<file path="src/include/icu_pkg.sv">
// Shared constants of the interrupt controller: register map, field positions, modes.
// Assumes one system clock and a plain register port with 8-bit byte addresses.
package icu_pkg;

  // ==========================================================================
  // Register port
  localparam int ADDR_W = 8;
  localparam int DATA_W = 32;
  localparam int PRIO_W = 4;
  localparam int FILT_LEN_DEF = 3;

  localparam logic [ADDR_W-1:0] OFS_PEND = 8'h00;
  localparam logic [ADDR_W-1:0] OFS_CPU_EN = 8'h04;
  localparam logic [ADDR_W-1:0] OFS_DTC_SEL = 8'h08;
  localparam logic [ADDR_W-1:0] OFS_SW_TRIG = 8'h0c;
  localparam logic [ADDR_W-1:0] OFS_FAST_SEL = 8'h10;
  localparam logic [ADDR_W-1:0] OFS_NMI_CFG = 8'h14;
  localparam logic [ADDR_W-1:0] OFS_NMI_STAT = 8'h18;
  localparam logic [ADDR_W-1:0] OFS_PWR_MODE = 8'h1c;
  localparam logic [ADDR_W-1:0] OFS_PIN_CFG = 8'h20;
  localparam logic [ADDR_W-1:0] OFS_PRIO = 8'h40;
  localparam int WORD_SHIFT = 2;

  // ==========================================================================
  // Field layout
  localparam int SW_TRIG_BIT = 0;
  localparam int FAST_VALID_BIT = 7;
  localparam int NMI_CFG_RISE_BIT = 0;
  localparam int NMI_CFG_FILT_BIT = 1;
  localparam int PIN_CFG_MODE_LSB = 0;
  localparam int PIN_CFG_FILT_BIT = 2;
  localparam int PIN_CFG_W = 3;

  // Non-maskable status bits
  localparam int NMI_W = 6;
  localparam int NMI_PIN = 0;
  localparam int NMI_OSC = 1;
  localparam int NMI_WDT_UF = 2;
  localparam int NMI_WDT_REF = 3;
  localparam int NMI_VMON1 = 4;
  localparam int NMI_VMON2 = 5;

  // Pin detection modes
  localparam logic [1:0] DET_LOW = 2'h0;
  localparam logic [1:0] DET_FALL = 2'h1;
  localparam logic [1:0] DET_RISE = 2'h2;
  localparam logic [1:0] DET_BOTH = 2'h3;

  // Power modes
  localparam logic [1:0] PWR_RUN = 2'h0;
  localparam logic [1:0] PWR_SLEEP = 2'h1;
  localparam logic [1:0] PWR_DEEP = 2'h2;
  localparam logic [1:0] PWR_STBY = 2'h3;

endpackage : icu_pkg

</file>
<file path="src/include/icu_arb_if.sv">
// Request vector, levels and winner between the controller and its arbiter.
// Assumes the arbiter is purely combinational.
`timescale 1ns/1ps
`default_nettype none
interface icu_arb_if #(
  parameter int N = 19,
  parameter int PW = 4
);
  logic [N-1:0] req;
  logic [N-1:0][PW-1:0] lvl;
  logic valid;
  logic [$clog2(N)-1:0] id;
  logic [PW-1:0] level;

  modport arb (input req, input lvl, output valid, output id, output level);
  modport user (output req, output lvl, input valid, input id, input level);
endinterface : icu_arb_if
`default_nettype wire

</file>
<file path="src/core/icu_arb.sv">
// Priority arbiter: highest nonzero level wins, lowest index breaks ties.
// Assumes requests are already gated by enable; level zero means never served.
`timescale 1ns/1ps
`default_nettype none
module icu_arb #(
  parameter int N = 19,
  parameter int PW = 4
) (
  icu_arb_if.arb a
);
  localparam int IDW = $clog2(N);

  always_comb begin
    a.valid = 1'b0;
    a.id = '0;
    a.level = '0;
    for (int i = 0; i < N; i++) begin
      if (a.req[i] && (a.lvl[i] != '0) && (!a.valid || (a.lvl[i] > a.level))) begin
        a.valid = 1'b1;
        a.id = IDW'(i);
        a.level = a.lvl[i];
      end
    end
  end
endmodule : icu_arb
`default_nettype wire

</file>
<file path="src/core/icu_pin_det.sv">
// Noise filter and condition detector for one request pin.
// Assumes the pin is already synchronous to the clock; idle level is high.
`timescale 1ns/1ps
`default_nettype none
module icu_pin_det
  import icu_pkg::*;
#(
  parameter int FILT_LEN = FILT_LEN_DEF
) (
  input wire logic ref_clk_i,
  input wire logic reset_i,
  input wire logic pin_i,
  input wire logic filt_en_i,
  input wire logic [1:0] mode_i,
  output logic det_o,
  output logic lvl_o
);
  localparam int CW = $clog2(FILT_LEN + 1);

  typedef struct packed {
    logic [CW-1:0] cnt;
    logic filt;
    logic prev;
    logic det;
  } icu_det_s;

  icu_det_s s_r;
  icu_det_s s_nxt;
  logic samp;

  always_comb begin
    s_nxt = s_r;
    // Filter: a new level is taken only after it holds FILT_LEN samples
    if (pin_i == s_r.filt) begin
      s_nxt.cnt = '0;
    end else if (s_r.cnt == CW'(FILT_LEN - 1)) begin
      s_nxt.cnt = '0;
      s_nxt.filt = pin_i;
    end else begin
      s_nxt.cnt = s_r.cnt + CW'(1);
    end
    samp = filt_en_i ? s_r.filt : pin_i;
    s_nxt.prev = samp;
    unique case (mode_i)
      DET_LOW: s_nxt.det = ~samp;
      DET_FALL: s_nxt.det = ~samp & s_r.prev;
      DET_RISE: s_nxt.det = samp & ~s_r.prev;
      DET_BOTH: s_nxt.det = samp ^ s_r.prev;
    endcase
  end

  always_ff @(posedge ref_clk_i) begin
    if (reset_i) begin
      s_r <= '{cnt: '0, filt: 1'b1, prev: 1'b1, det: 1'b0};
    end else begin
      s_r <= s_nxt;
    end
  end

  assign det_o = s_r.det;
  assign lvl_o = (mode_i == DET_LOW);
endmodule : icu_pin_det
`default_nettype wire

</file>
<file path="src/core/icu_top.sv">
// Interrupt controller top: sources, pending latches, priority, fast select,
// transfer-controller routing, non-maskable sources and wake-up.
// Assumes all inputs synchronous to ref_clk_i; register port never waits.
//
// The strobed register port and the address map were chosen for this implementation.
`timescale 1ns/1ps
`default_nettype none
// Function
// Peripheral inputs use edge or level detection fixed per source at build time.
// External request pins are a parameterised count, eight or six, numbered from zero.
// Each pin detects low level, falling, rising or both edges, chosen per pin.
// Each pin has an optional digital noise filter ahead of detection.
// Writing the trigger register raises the single software source.
// With an event link unit, its two linked events raise two dedicated sources.
// Each maskable source has a writable priority level used for arbitration.
// Only one source at a time can be marked for fast handling.
// Sources can trigger the transfer controller instead of or besides the CPU.
// Non-maskable pin detects falling or rising edge, with optional noise filter.
// Oscillator stop report raises a non-maskable request.
// Watchdog underflow or refresh error raises a non-maskable request.
// Voltage monitors one and two each raise their own non-maskable request.
// Sleep wakes on any source; standby wakes only on non-maskable or pins.
// Non-maskable requests bypass priority and enable, served before maskable ones.
// Edge requests stay pending until accepted by CPU or transfer unit, or cleared.
module icu_top
  import icu_pkg::*;
#(
  parameter int NUM_PERIPH = 8,
  parameter logic [NUM_PERIPH-1:0] PERIPH_EDGE = '1,
  parameter int NUM_PINS = 8,
  parameter bit HAS_EVENT_LINK = 1'b1,
  parameter int FILT_LEN = FILT_LEN_DEF
) (
  input wire logic ref_clk_i,
  input wire logic reset_i,
  input wire logic [ADDR_W-1:0] addr_i,
  input wire logic [DATA_W-1:0] wdata_i,
  input wire logic wr_i,
  input wire logic rd_i,
  output logic [DATA_W-1:0] rdata_o,
  input wire logic [NUM_PERIPH-1:0] periph_req_i,
  input wire logic [NUM_PINS-1:0] ext_req_pin_i,
  input wire logic event_link_irq_a_i,
  input wire logic event_link_irq_b_i,
  input wire logic nmi_pin_i,
  input wire logic osc_stop_i,
  input wire logic wdt_underflow_i,
  input wire logic wdt_refresh_err_i,
  input wire logic vmon_one_i,
  input wire logic vmon_two_i,
  output logic irq_req_o,
  output logic [$clog2(NUM_PERIPH + NUM_PINS + 3)-1:0] irq_id_o,
  output logic [PRIO_W-1:0] irq_lvl_o,
  output logic irq_fast_o,
  input wire logic cpu_ack_i,
  output logic dtc_req_o,
  output logic [$clog2(NUM_PERIPH + NUM_PINS + 3)-1:0] dtc_id_o,
  input wire logic dtc_ack_i,
  output logic nmi_o,
  output logic wake_o
);
  // ==========================================================================
  // Source map
  localparam int N = NUM_PERIPH + NUM_PINS + 3;
  localparam int IDW = $clog2(N);
  localparam int SRC_PIN0 = NUM_PERIPH;
  localparam int SRC_SW = NUM_PERIPH + NUM_PINS;
  localparam int SRC_ELA = SRC_SW + 1;
  localparam int SRC_ELB = SRC_SW + 2;

  typedef struct packed {
    logic [N-1:0] pend;
    logic [N-1:0] cpu_en;
    logic [N-1:0] dtc_sel;
    logic [N-1:0][PRIO_W-1:0] prio;
    logic [NUM_PINS-1:0][PIN_CFG_W-1:0] pin_cfg;
    logic fast_v;
    logic [IDW-1:0] fast_id;
    logic [1:0] nmi_cfg;
    logic [NMI_W-1:0] nmi_stat;
    logic [NMI_W-1:1] nmi_prev;
    logic [1:0] pwr;
    logic sw_pulse;
    logic [DATA_W-1:0] rdata;
    logic irq_req;
    logic [IDW-1:0] irq_id;
    logic [PRIO_W-1:0] irq_lvl;
    logic irq_fast;
    logic dtc_req;
    logic [IDW-1:0] dtc_id;
    logic nmi;
    logic wake;
  } icu_top_s;

  icu_top_s s_r;
  icu_top_s s_nxt;

  // ==========================================================================
  // Address decode helpers
  function automatic logic blk_hit(input logic [ADDR_W-1:0] a, input logic [ADDR_W-1:0] base, input int cnt);
    logic [ADDR_W-1:0] d;
    d = a - base;
    return (a >= base) && (a[WORD_SHIFT-1:0] == '0) && (int'(d >> WORD_SHIFT) < cnt);
  endfunction : blk_hit

  function automatic int blk_idx(input logic [ADDR_W-1:0] a, input logic [ADDR_W-1:0] base);
    logic [ADDR_W-1:0] d;
    d = a - base;
    return int'(d >> WORD_SHIFT);
  endfunction : blk_idx

  // ==========================================================================
  // Pin detectors
  logic [NUM_PINS-1:0] pin_det;
  logic [NUM_PINS-1:0] pin_lvl;
  logic nmi_pin_det;

  generate
    for (genvar g = 0; g < NUM_PINS; g++) begin : g_pin
      icu_pin_det #(.FILT_LEN(FILT_LEN)) u_det (
        .ref_clk_i(ref_clk_i),
        .reset_i(reset_i),
        .pin_i(ext_req_pin_i[g]),
        .filt_en_i(s_r.pin_cfg[g][PIN_CFG_FILT_BIT]),
        .mode_i(s_r.pin_cfg[g][PIN_CFG_MODE_LSB +: 2]),
        .det_o(pin_det[g]),
        .lvl_o(pin_lvl[g])
      );
    end
  endgenerate

  icu_pin_det #(.FILT_LEN(FILT_LEN)) u_nmi_det (
    .ref_clk_i(ref_clk_i),
    .reset_i(reset_i),
    .pin_i(nmi_pin_i),
    .filt_en_i(s_r.nmi_cfg[NMI_CFG_FILT_BIT]),
    .mode_i(s_r.nmi_cfg[NMI_CFG_RISE_BIT] ? DET_RISE : DET_FALL),
    .det_o(nmi_pin_det),
    .lvl_o()
  );

  // ==========================================================================
  // Arbiters for CPU and transfer controller
  icu_arb_if #(.N(N), .PW(PRIO_W)) cpu_if ();
  icu_arb_if #(.N(N), .PW(PRIO_W)) dtc_if ();

  icu_arb #(.N(N), .PW(PRIO_W)) u_cpu_arb (.a(cpu_if));
  icu_arb #(.N(N), .PW(PRIO_W)) u_dtc_arb (.a(dtc_if));

  // Arbitrate on next pending so an accepted source drops out at once
  assign cpu_if.req = s_nxt.pend & s_nxt.cpu_en;
  assign cpu_if.lvl = s_r.prio;
  assign dtc_if.req = s_nxt.pend & s_nxt.dtc_sel;
  assign dtc_if.lvl = s_r.prio;

  // ==========================================================================
  // Next state
  logic [N-1:0] evt;
  logic [N-1:0] is_lvl;
  logic [N-1:0] clr;
  logic [NMI_W-1:0] nmi_in;
  logic [NMI_W-1:0] nmi_set;
  logic wr_hit_pin;
  logic wr_hit_prio;

  always_comb begin
    s_nxt = s_r;
    evt = '0;
    is_lvl = '0;
    clr = '0;
    wr_hit_pin = wr_i && blk_hit(addr_i, OFS_PIN_CFG, NUM_PINS);
    wr_hit_prio = wr_i && blk_hit(addr_i, OFS_PRIO, N);

    // Raw source events
    evt[NUM_PERIPH-1:0] = periph_req_i;
    is_lvl[NUM_PERIPH-1:0] = ~PERIPH_EDGE;
    evt[SRC_PIN0 +: NUM_PINS] = pin_det;
    is_lvl[SRC_PIN0 +: NUM_PINS] = pin_lvl;
    evt[SRC_SW] = s_r.sw_pulse;
    evt[SRC_ELA] = HAS_EVENT_LINK & event_link_irq_a_i;
    evt[SRC_ELB] = HAS_EVENT_LINK & event_link_irq_b_i;

    // Clears: software write-one, CPU accept, transfer accept
    if (wr_i && (addr_i == OFS_PEND)) begin
      clr = wdata_i[N-1:0];
    end
    if (cpu_ack_i && s_r.irq_req) begin
      clr[s_r.irq_id] = 1'b1;
    end
    if (dtc_ack_i && s_r.dtc_req) begin
      clr[s_r.dtc_id] = 1'b1;
    end
    // Level sources follow input; edge sources latch and a new event beats a clear
    s_nxt.pend = (is_lvl & evt) | (~is_lvl & ((s_r.pend & ~clr) | evt));

    // Non-maskable sources: pin through its edge detector, the others taken on their rising edge
    nmi_in = {vmon_two_i, vmon_one_i, wdt_refresh_err_i, wdt_underflow_i, osc_stop_i, 1'b0};
    nmi_set = '0;
    nmi_set[NMI_PIN] = nmi_pin_det;
    nmi_set[NMI_W-1:1] = nmi_in[NMI_W-1:1] & ~s_r.nmi_prev;
    s_nxt.nmi_prev = nmi_in[NMI_W-1:1];
    s_nxt.nmi_stat = s_r.nmi_stat;
    if (wr_i && (addr_i == OFS_NMI_STAT)) begin
      s_nxt.nmi_stat = s_r.nmi_stat & ~wdata_i[NMI_W-1:0];
    end
    s_nxt.nmi_stat = s_nxt.nmi_stat | nmi_set;

    // Register writes
    s_nxt.sw_pulse = wr_i && (addr_i == OFS_SW_TRIG) && wdata_i[SW_TRIG_BIT];
    if (wr_i) begin
      unique case (addr_i)
        OFS_CPU_EN: s_nxt.cpu_en = wdata_i[N-1:0];
        OFS_DTC_SEL: s_nxt.dtc_sel = wdata_i[N-1:0];
        OFS_FAST_SEL: begin
          // One id field holds the choice, so a second source cannot be marked
          s_nxt.fast_v = wdata_i[FAST_VALID_BIT];
          s_nxt.fast_id = wdata_i[IDW-1:0];
        end
        OFS_NMI_CFG: s_nxt.nmi_cfg = wdata_i[1:0];
        OFS_PWR_MODE: s_nxt.pwr = wdata_i[1:0];
        default: begin
        end
      endcase
    end
    if (wr_hit_pin) begin
      s_nxt.pin_cfg[blk_idx(addr_i, OFS_PIN_CFG)] = wdata_i[PIN_CFG_W-1:0];
    end
    if (wr_hit_prio) begin
      s_nxt.prio[blk_idx(addr_i, OFS_PRIO)] = wdata_i[PRIO_W-1:0];
    end

    // Register reads, data in the following cycle
    s_nxt.rdata = '0;
    if (rd_i) begin
      unique case (addr_i)
        OFS_PEND: s_nxt.rdata[N-1:0] = s_r.pend;
        OFS_CPU_EN: s_nxt.rdata[N-1:0] = s_r.cpu_en;
        OFS_DTC_SEL: s_nxt.rdata[N-1:0] = s_r.dtc_sel;
        OFS_FAST_SEL: begin
          s_nxt.rdata[FAST_VALID_BIT] = s_r.fast_v;
          s_nxt.rdata[IDW-1:0] = s_r.fast_id;
        end
        OFS_NMI_CFG: s_nxt.rdata[1:0] = s_r.nmi_cfg;
        OFS_NMI_STAT: s_nxt.rdata[NMI_W-1:0] = s_r.nmi_stat;
        OFS_PWR_MODE: s_nxt.rdata[1:0] = s_r.pwr;
        default: begin
          if (blk_hit(addr_i, OFS_PIN_CFG, NUM_PINS)) begin
            s_nxt.rdata[PIN_CFG_W-1:0] = s_r.pin_cfg[blk_idx(addr_i, OFS_PIN_CFG)];
          end else if (blk_hit(addr_i, OFS_PRIO, N)) begin
            s_nxt.rdata[PRIO_W-1:0] = s_r.prio[blk_idx(addr_i, OFS_PRIO)];
          end
        end
      endcase
    end

    // Outputs to CPU and transfer controller
    s_nxt.nmi = |s_nxt.nmi_stat;
    // CPU requests wait while any non-maskable one is outstanding; transfer requests do not
    s_nxt.irq_req = cpu_if.valid && !s_nxt.nmi;
    s_nxt.irq_id = cpu_if.id;
    s_nxt.irq_lvl = cpu_if.level;
    s_nxt.irq_fast = cpu_if.valid && s_nxt.fast_v && (cpu_if.id == s_nxt.fast_id);
    s_nxt.dtc_req = dtc_if.valid;
    s_nxt.dtc_id = dtc_if.id;

    // Wake-up from low power modes
    unique case (s_r.pwr)
      PWR_RUN: s_nxt.wake = 1'b0;
      PWR_SLEEP, PWR_DEEP: s_nxt.wake = s_nxt.nmi || |(s_nxt.pend & (s_nxt.cpu_en | s_nxt.dtc_sel));
      PWR_STBY: s_nxt.wake = s_nxt.nmi || |s_nxt.pend[SRC_PIN0 +: NUM_PINS];
    endcase
  end

  // ==========================================================================
  // State register
  always_ff @(posedge ref_clk_i) begin
    if (reset_i) begin
      s_r <= '0;
    end else begin
      s_r <= s_nxt;
    end
  end

  assign rdata_o = s_r.rdata;
  assign irq_req_o = s_r.irq_req;
  assign irq_id_o = s_r.irq_id;
  assign irq_lvl_o = s_r.irq_lvl;
  assign irq_fast_o = s_r.irq_fast;
  assign dtc_req_o = s_r.dtc_req;
  assign dtc_id_o = s_r.dtc_id;
  assign nmi_o = s_r.nmi;
  assign wake_o = s_r.wake;
endmodule : icu_top
`default_nettype wire

</file>
<file path="config.mk">
export PLATFORM = sky130hd
export DESIGN_NAME = icu_top
export DESIGN_NICKNAME = d
export VERILOG_FILES = /design/src/include/icu_pkg.sv /design/src/include/icu_arb_if.sv /design/src/core/icu_arb.sv /design/src/core/icu_pin_det.sv /design/src/core/icu_top.sv
export SDC_FILE = /design/constraint.sdc
export NUM_CORES = 1
export LEC_CHECK = 0
export BUFFER_PORTS_ARGS = -buffer_cell sky130_fd_sc_hd__buf_2
export CORE_ASPECT_RATIO = 2
export CORE_MARGIN = 2
export CORE_UTILIZATION = 25
export CTS_BUF_LIST = sky130_fd_sc_hd__clkbuf_16
export DETAILED_ROUTE_END_ITERATION = 16
export PLACE_DENSITY_LB_ADDON = 0.2
export SYNTH_ARGS = -nofsm -noshare
export SYNTH_HDL_FRONTEND = slang
export SYNTH_SLANG_ARGS = --single-unit
</file>
<file path="constraint.sdc">
create_clock -name ref_clk_i -period 87.1 [get_ports ref_clk_i]
set_clock_uncertainty 0.1 [all_clocks]
set_input_delay 13.065 -clock ref_clk_i [delete_from_list [all_inputs] [get_ports ref_clk_i]]
set_output_delay 13.065 -clock ref_clk_i [all_outputs]
set_load 0.01 [all_outputs]
</file>
After elaboration in Yosys (flattened, before gate mapping)
Index checks and enable logic that the tools add are counted.
Storage, ports and cells
  flip-flop bits (word level): 275
  latch bits: 0
  bits in writable memories: 0
  bits in read-only memories: 0
  input bits: 70
  output and inout port bits: 51
  word-level logic and storage cells: 665
  memories: 0
Operators by class
  $add $sub $neg: 11
  multipliers: 0
  div/mod/pow operators: 0
  magnitude comparators: 48
  equal/unequal tests: 56
  shifts and indexed selects: 0
  muxes and demuxes: 165
  bitwise logic cells: 73
  reductions and logical operators: 227
Operator list (count)
  $mux 4: 56
  $gt 4x4->1: 36
  $and 19x19->19: 5
  $mux 19: 5
  $or 19x19->19: 5
  $logic_and 1x1->1: 93
  $bwmux 76: 1
  $reduce_bool 4->1: 19
  $eq 2x2->1 const B: 29
  $mux 1: 52
  $pmux 1 s4: 11
  $logic_or 1x1->1: 38
  $mux 38: 1
  $logic_not 1->1: 37
  $mux 3: 11
  $pmux 11 s3: 1
  $eq 8x5->1 const B: 4
  $mux 5: 6
  $not 1->1: 28
  $reduce_or 3->1: 9
  $bwmux 24: 1
  $logic_not 2->1: 11
  $reduce_and 2->1: 11
  $bmux 4 s5: 1
  other kinds (43): 109

Depth between registers and ports, before layout
Gate-level depths: netlist of the first run.
  word-level depth: 90
  mapped depth: 177
  mapped depth without buffers: 170

Cells and area by module
A second synthesis of the first run with hierarchy kept.
Unflattened totals
  cells, all modules: 2513
  area, all modules: 20332.0 um2
By module, submodules not included
  icu_top: times used 1, cells each 1180, area each 10273.6 um2, seq. area each 4344.2 um2
  icu_arb: times used 2, cells each 554, area each 3920.0 um2, seq. area each 0.0 um2
  icu_pin_det: times used 9, cells each 25, area each 246.5 um2, seq. area each 100.1 um2

Worst setup path before layout of the first run
OpenSTA, ideal clock, no wires.
  path type: in2reg
  from: input addr_i[6]
  to: register s_r, in the netlist irq_fast_o
  setup time: 0.114 ns
  data arrival time: 41.536 ns
  data required time: 86.886 ns
  path slack: 45.350 ns
  stages on the path: 162
  path buffers: 6
  path through: inv_1 -> ha_1 -> nor4b_4 -> buf_6 -> nand4b_1 -> nand3_1 -> nor2_1 -> and2_1 -> ha_1 -> and4_1 -> a21oi_1 -> a21oi_1 -> a22oi_1 -> ha_1 -> a21oi_1 -> o21ai_0 -> a22o_1 -> nand2_1 -> (+126 left out) -> nand2b_1 -> a21oi_1 -> a41oi_1 -> o21ai_0 -> clkbuf_1 -> mux2_2 -> ha_1 -> nor2b_1 -> o21ai_0 -> nand2b_1 -> a21oi_1 -> a41oi_1 -> o21ai_1 -> nand3_1 -> a41oi_1 -> xor2_1 -> nand3b_1 -> a2111oi_0
Between the ends
  word-level cells in the longest chain between the ends: 89
  elaborated cells between the ends (all ways): 168
  classes of those cells: order compare: 18; eq/ne: 3; mux: 62; bitwise: 8; reduce/logical: 77
Ends and longest elaborated chain
  start, declared: RTL line icu_top.sv:36  | input wire logic [ADDR_W-1:0] addr_i,
  $logic_not 8->1: RTL line icu_top.sv:184  | if (wr_i && (addr_i == OFS_PEND)) begin
  $logic_and 1x1->1: RTL line icu_top.sv:184
  $mux 19: RTL line icu_top.sv:184
  $or 19x19->19 (no line)
  $mux 19: RTL line icu_top.sv:187  | if (cpu_ack_i && s_r.irq_req) begin
  $or 19x19->19 (no line)
  $mux 19: RTL line icu_top.sv:190  | if (dtc_ack_i && s_r.dtc_req) begin
  $not 19->19: RTL line icu_top.sv:194  | s_nxt.pend = (is_lvl & evt) | (~is_lvl & ((s_r.pend & ~clr) | evt));
  (+73 left out)
  $logic_and 1x1->1: RTL line icu_arb.sv:18  | if (a.req[i] && (a.lvl[i] != '0) && (!a.valid || (a.lvl[i] > a.level))) begin
  $mux 4 / $mux 1 (equally long branches): RTL line icu_arb.sv:18
  $gt 4x4->1 / $logic_not 1->1 (equally long branches): RTL line icu_arb.sv:18
  $logic_or 1x1->1: RTL line icu_arb.sv:18
  $logic_and 1x1->1: RTL line icu_arb.sv:18
  $mux 5 / $mux 1 (equally long branches): RTL line icu_arb.sv:18
  $eq 5x5->1 / $logic_and 1x1->1 (equally long branches): RTL line icu_top.sv:262  | s_nxt.irq_fast = cpu_if.valid && s_nxt.fast_v && (cpu_if.id == s_nxt.fast_id);
  $logic_and 1x1->1 (*): RTL line icu_top.sv:262
  end signal, assigned: RTL line icu_top.sv:280  | s_r <= s_nxt;
  end, declared: RTL line icu_top.sv:95  | icu_top_s s_r;
Every way passes the cells marked *; elsewhere a longest branch is shown, timed or not.
A chain may end at the register's enable or synchronous reset.

Worst setup path in the final report of the first run
Ends and elaborated chain as after synthesis.

==> results of run 1 <==
logic make-up after synthesis:
family                     Yosys count  synth area share [%]
AOI/OAI and AO/OA                  618                  21.0
xor gates and xnor gates            12                 0.537
adders and majority gates          166                  10.6
buffers and inverters              270                  6.17
DFF                                262                  26.8
muxes                              224                  13.7
other                                1                0.0192
and+or+nand+nor                    852                  21.1
final cells by class:
class | count | area [sq um]
well taps | 1029 | 1290
clock buffers | 26 | 651
flip-flops and latches | 262 | 5250
repair buffers | 132 | 762
diodes | 3 | 7.51
fillers | 8388 | 56100
inverters | 124 | 465
clock inverters | 21 | 136
multi-input cells | 1885 | 13200
cells in the final DEF (no fill, tap or decap), drive strengths merged, types with 20 or more instances in the layout:
cell,instances
nor2,329
dfxtp,262
nand2,171
a21oi,169
ha,166
mux2i,158
o21ai,138
buf,132
inv,130
nor2b,58
nand3,47
nand2b,39
mux2,35
a211oi,34
mux4,31
a31oi,30
and2,29
nor3,26
clkbuf,26
or2,23
or3,22
o21a,22
and3,21
nor4,20
a41oi,20
sequential cells by signal, indices dropped and copies added, names as in the netlist, 4 cells and up:
register and flops:
s_r 102, g_pin.u_det.det_o 8, irq_id_o 5, u_nmi_det.s_r 4, dtc_id_o 5, irq_lvl_o 4, g_pin.u_det.s_r 32, rdata_o 19
cpu_if.lvl 76
worst max-delay path, delay by kind of cell:
kind            cells  cell delay [ns]
xor+xnor            1             0.17
fa+ha+maj          19             5.64
mux                 6             2.29
simple gates       48             8.47
buf+inv             9             1.65
compound gates     78            17.15
worst max-delay path by stage:
stage                       to  slack, ns  cells past startpoint
global placement    irq_fast_o      39.10                    160
global route        irq_fast_o      36.21                    161
detailed placement  irq_fast_o      38.70                    161
floorplan           irq_fast_o      45.35                    162
CTS                 irq_fast_o      39.19                    161
finish              irq_fast_o      38.99                    161
power groups by stage:
stage / sequential (uW) / combinational, uW / clock (uW)
floorplan: 126 / 12.1 / 0
global placement: 126 / 19.8 / 0
detailed placement: 126 / 20.2 / 0
CTS: 123 / 20.2 / 115
global route: 124 / 21.8 / 118
finish: 123 / 20.4 / 111
per-stage QoR:
stage / instance area [sq um] / hold slack [ns] / util (%) / setup WS, ns / power, uW
2_1_floorplan: 19600 / 0.291 / - / 45.35 / 138
3_3_place_gp: 20900 / 0.298 / 26.9 / 39.10 / 146
3_5_place_dp: 20900 / 0.303 / 26.9 / 38.70 / 146
4_1_cts: 21700 / 0.313 / 27.9 / 39.19 / 258
5_1_grt: 21700 / 0.322 / 27.9 / 36.21 / 263
6_report: 21700 / 0.309 / 27.9 / 38.99 / 255
per-layer routing:
| layer | wire (microns) | vias up | share of wire, % |
|---|---|---|---|
| li1 | - | 8778 | - |
| met1 | 28300 | 9075 | 33 |
| met2 | 45600 | 660 | 53 |
| met3 | 3310 | 272 | 3.8 |
| met4 | 9190 | 0 | 11 |
| met5 | 0 | - | 0 |
==> results.json, run 1 <==
{
  "relSlewSlack_pct": 17.2,
  "critical_path_required_ns": 87.50,
  "clk_pin_slew_ns": 0.06,
  "cell_internal_pwr_uw": 186,
  "final.period_utilization_pct": 55.2,
  "global_route.overflow_total": 0,
  "io-pin-count": 121,
  "synth_top_cell_by_area": "sky130_fd_sc_hd__dfxtp_1",
  "drc_violation_total_after_the_first_tritonroute_iteration": 1317,
  "cts_max_level": 1,
  "synth_cell_type_count": 93,
  "final.min_clock_period_ns": 48.11,
  "ctsHoldBuffers": 0,
  "drv.max_cap_violation_count": 0,
  "groute.layer.met1.usage_pct": 19.3,
  "grt_first_pass_wirelength_microns": 125000,
  "min_from": "g_pin[6].u_det.s_r[3]",
  "cts_max_path_buffers": 3,
  "clock_tree.root_cell": "sky130_fd_sc_hd__clkbuf_16",
  "worst_setup_path_startpoint": "addr_i[6]",
  "synth-edff-count": 0,
  "yosys_register_bits": 262,
  "crit_arrival_ns": 48.50,
  "vdd.ir_drop.worst_mv": 0.0143,
  "critical_path_peak_fanout": 27,
  "die-area_sq_um": 80700,
  "top_usage_layer": "met2",
  "critPathSlowestCell": "sky130_fd_sc_hd__o31ai_1",
  "synthesis.area_per_instance_sq_um": 8.14,
  "post-synth-top-count-cell": "sky130_fd_sc_hd__nor2_1",
  "drt_pre_antenna_iters": 5,
  "tritoncts": "built",
  "gr-usage-all-layers_pct": 20.9,
  "reg2reg_setup_slack_ns": 51.52,
  "clock_insertion_delay_worst_skew_ns": 0.59,
  "die_w_microns": 202,
  "post_drt_wl_per_cell_microns": 24.8,
  "max_slew.worst_pin.slew_ns": 1.23,
  "route.vias.total": 18785,
  "finalMaxSlewViolations": 0,
  "synth_top_flop_cell": "sky130_fd_sc_hd__dfxtp_1",
  "first_global_vias": 18780,
  "grt_start_max_net_pins": 97,
  "r2r_start": "irq_id_o[1]",
  "outcome": "finished, final reports clean",
  "power.switching_fraction_pct": 27.2,
  "timing.final.hold_violations": 0,
  "finalSetupTns_ns": 0,
  "synth.cell_area_sq_um": 19600,
  "initial_utilization_pct": 25.1,
  "placeableCoreArea_sq_um": 77800,
  "hold_ep": "g_pin[6].u_det.s_r[3]",
  "grt_antenna_before_repair": 3,
  "worst_path_largest_cell_delay_ns": 0.84,
  "final_antenna_net_count": 0,
  "number_of_i_o_port_buffers": 94,
  "synthDominantCellAreaShare_pct": 26.8,
  "chip_height_microns": 400,
  "post-dp-hpwl_microns": 68300,
  "ys_seq_area_share_pct": 26.8,
  "cts_resized": 0,
  "synth_commonest_cells": "329 x sky130_fd_sc_hd__nor2_1, 262 x sky130_fd_sc_hd__dfxtp_1, 170 x sky130_fd_sc_hd__nand2_1",
  "placed_cells": 3432,
  "grtUsageMet2_pct": 39.8,
  "top_post_synthesis_cells_by_area": "sky130_fd_sc_hd__dfxtp_1 27%, sky130_fd_sc_hd__ha_1 11%, sky130_fd_sc_hd__mux2i_1 8.1%",
  "drive_gt1_share_pct": 11.4,
  "clock_power_share_pct": 43.6,
  "post_cts.repair.setup_buffers": 0,
  "synthToLayoutAreaGrowth_pct": 11.0,
  "switchingPower_uw": 69.4,
  "finalWeightedCongestion": 0.935,
  "regToRegEndpoint": "irq_fast_o",
  "total_leakage_power_uw": 0.00840,
  "max_clock_freq_ghz": 0.0208,
  "ys_async_sr_fraction_pct": 0,
  "comb_power_share_pct": 8.0,
  "floorplan.rows": 145,
  "path_class": "input port to register",
  "r2r_cells": 157,
  "setup.worst_path.start_class": "input port",
  "remaining_drc_errors": 0,
  "part_of_the_power_in_registers_pct": 48.4,
  "drt-vias-per-instance": 5.39,
  "setup_viol_count_final": 0,
  "cts_made_buffers": 26,
  "path_common_cell": "sky130_fd_sc_hd__ha_1",
  "net_count_of_the_finished_layout": 2667,
  "global_route.usage.met3_pct": 2.28,
  "routed_wirelength_microns": 86400,
  "timing.hold.worst_path_depth": 1,
  "critPathCaptureType": "register",
  "clock_sinks": 262,
  "layout.cells.non_filler": 3482,
  "postSynthCellCount": 2405,
  "holdCritPathClass": "register to register",
  "total_of_warnings_raised_by_yosys": 0,
  "power_per_cell_area_nw_per_um2": 11.7,
  "grt_setup_unrepaired": "no"
}
No activity file was read; power rests on OpenSTA's default activity.
==> run 2, diff against run 1 <==
- clock period: 87.1 -> 47.2 ns (I/O delays scaled with it)
==> run 2 against run 1 <==
Compared with the run above:
- highest routed layer is now met5
- largest power group unchanged
- cell count shrank 0.14%
- die area unchanged
- first-iteration DRC count fell by 15%
- non-clock buffer count rose by 3
- routed wire length is essentially flat
- critical path depth down 1
- sequential power increased by 85%
- critical endpoint unchanged
==> results.json, run 2 (synthesis results as in run 1) <==
{
  "post-dp-hpwl_microns": 68400,
  "timing.hold.worst_path_depth": 1,
  "setup.worst_path.start_class": "input port",
  "gr-usage-all-layers_pct": 20.8,
  "r2r_cells": 157,
  "largest_reg_flops": 102,
  "finalWeightedCongestion": 0.953,
  "grt_setup_unrepaired": "no",
  "design_power_uw": 461,
  "critPathCaptureType": "register",
  "io-pin-count": 121,
  "post_cts.repair.setup_buffers": 0,
  "vdd.ir_drop.worst_mv": 0.0256,
  "drt_pre_antenna_iters": 5,
  "path_common_cell": "sky130_fd_sc_hd__ha_1",
  "path_class": "input port to register",
  "worst_path_largest_cell_delay_ns": 0.87,
  "final.min_clock_period_ns": 42.54,
  "min_from": "g_pin[4].u_det.s_r[3]",
  "final_antenna_net_count": 0,
  "synthToLayoutAreaGrowth_pct": 10.8,
  "max_slew.worst_pin.slew_ns": 1.09,
  "relSlewSlack_pct": 25.0,
  "cell_internal_pwr_uw": 335,
  "groute.layer.met1.usage_pct": 19.2,
  "cts_max_level": 1,
  "drive_gt1_share_pct": 11.4,
  "drt-vias-per-instance": 5.39,
  "critical_path_required_ns": 47.61,
  "global_route.usage.met3_pct": 2.05,
  "drv.max_cap_violation_count": 0,
  "grt_antenna_before_repair": 1,
  "cts_resized": 0,
  "outcome": "finished, final reports clean",
  "setup_viol_count_final": 0,
  "power_per_cell_area_nw_per_um2": 21.2,
  "first_global_vias": 18673,
  "cts_made_buffers": 24,
  "comb_power_share_pct": 8.2,
  "die_w_microns": 202,
  "grt_start_max_net_pins": 81,
  "grt_first_pass_wirelength_microns": 124000,
  "finalMaxSlewViolations": 0,
  "max_clock_freq_ghz": 0.0235,
  "part_of_the_power_in_registers_pct": 49.4,
  "worst_setup_path_startpoint": "addr_i[3]",
  "clk_pin_slew_ns": 0.07,
  "drc_violation_total_after_the_first_tritonroute_iteration": 1119,
  "number_of_i_o_port_buffers": 94,
  "clock_power_share_pct": 42.4,
  "clock_tree.root_cell": "sky130_fd_sc_hd__clkbuf_16",
  "crit_arrival_ns": 42.95,
  "clock_insertion_delay_worst_skew_ns": 0.58,
  "critical_path_peak_fanout": 34,
  "number_of_antenna_diodes": 0,
  "layout.cells.most_common_list": "329 x sky130_fd_sc_hd__nor2_1, 262 x sky130_fd_sc_hd__dfxtp_1, 170 x sky130_fd_sc_hd__nand2_1",
  "floorplan.rows": 145,
  "switchingPower_uw": 125,
  "finalSetupTns_ns": 0,
  "final.period_utilization_pct": 90.1,
  "holdCritPathClass": "register to register",
  "placeableCoreArea_sq_um": 77800,
  "holdWs_ns": 0.309,
  "mostFrequentLayoutCell": "sky130_fd_sc_hd__nor2_1",
  "net_count_of_the_finished_layout": 2668,
  "post_drt_wl_per_cell_microns": 24.8,
  "stdcell_area_sq_um": 21700,
  "largest_reg_by_ff_count": "s_r",
  "routed_wirelength_microns": 86300,
  "initial_utilization_pct": 25.1,
  "clock_sinks": 262,
  "ctsHoldBuffers": 0,
  "route.vias.total": 18730,
  "remaining_drc_errors": 0,
  "grtUsageMet2_pct": 39.9,
  "power.switching_fraction_pct": 27.2,
  "dpl-instance-area_sq_um": 21000,
  "global_route.overflow_total": 0,
  "tritoncts": "built",
  "critPathSlowestCell": "sky130_fd_sc_hd__o31ai_1",
  "total_leakage_power_uw": 0.00838,
  "cts_max_path_buffers": 3,
  "die-area_sq_um": 80700,
  "chip_height_microns": 400,
  "r2r_start": "irq_id_o[1]",
  "timing.final.hold_violations": 0,
  "top_usage_layer": "met2"
}
==> run 2: cell count changes in the layout (fill, tap and decap cells not counted), sizes merged <==
| cell | change |
|---|---|
| buf | +3 |
| diode | -3 |
| clkbuf | -2 |
| inv | -2 |
| clkinv | -1 |
==> run 2: per-layer routing <==
layer  up-vias  share of wire, %
met5         -             0.013
li1       8779                 -
met3       242               3.7
met1      9128                33
met2       579                53
met4         2                11
==> run 2: worst max-delay path, delay by kind of cell <==
family | cells | cell delay (ns)
xor gates and xnor gates | 1 | 0.17
adders and majority gates | 18 | 5.35
buffers and inverters | 10 | 2.22
AOI/OAI and AO/OA | 77 | 17.12
muxes | 6 | 2.33
and+or+nand+nor | 48 | 8.60
==> run 2: area by class of cell <==
type | instances | area [sq um]
well taps | 1029 | 1290
clock buffers | 24 | 601
flip-flops and latches | 262 | 5250
clock inverters | 18 | 125
repair buffers | 135 | 785
fillers | 8371 | 56200
multi-input cells | 1885 | 13200
inverters | 124 | 465
==> run 2: power groups by stage <==
stage / combinational, uW / clock [uW] / sequential [uW]
5_1_grt: 40.5 / 207 / 228
3_5_place_dp: 37.6 / 0 / 233
2_1_floorplan: 22.4 / 0 / 232
3_3_place_gp: 36.7 / 0 / 233
4_1_cts: 37.6 / 202 / 228
6_report: 37.7 / 195 / 228
==> run 2: per-stage QoR <==
step / cells / utilization, % / worst slack, ns
final: 3477 / 27.9 / 4.66
after global routing: 3477 / 27.9 / 2.19
after CTS: 3477 / 27.9 / 4.76
after detailed placement: 3435 / 26.9 / 4.31
after global placement: 3435 / 26.9 / 4.82
after floorplan: 2417 / - / 11.43
==> run 2: final timing paths <==
kind,to,slack (ns)
max,irq_fast_o,4.66
max reg2reg,irq_fast_o,11.44
min reg2reg,g_pin[4].u_det.s_r[3],0.31
min,g_pin[4].u_det.s_r[3],0.31
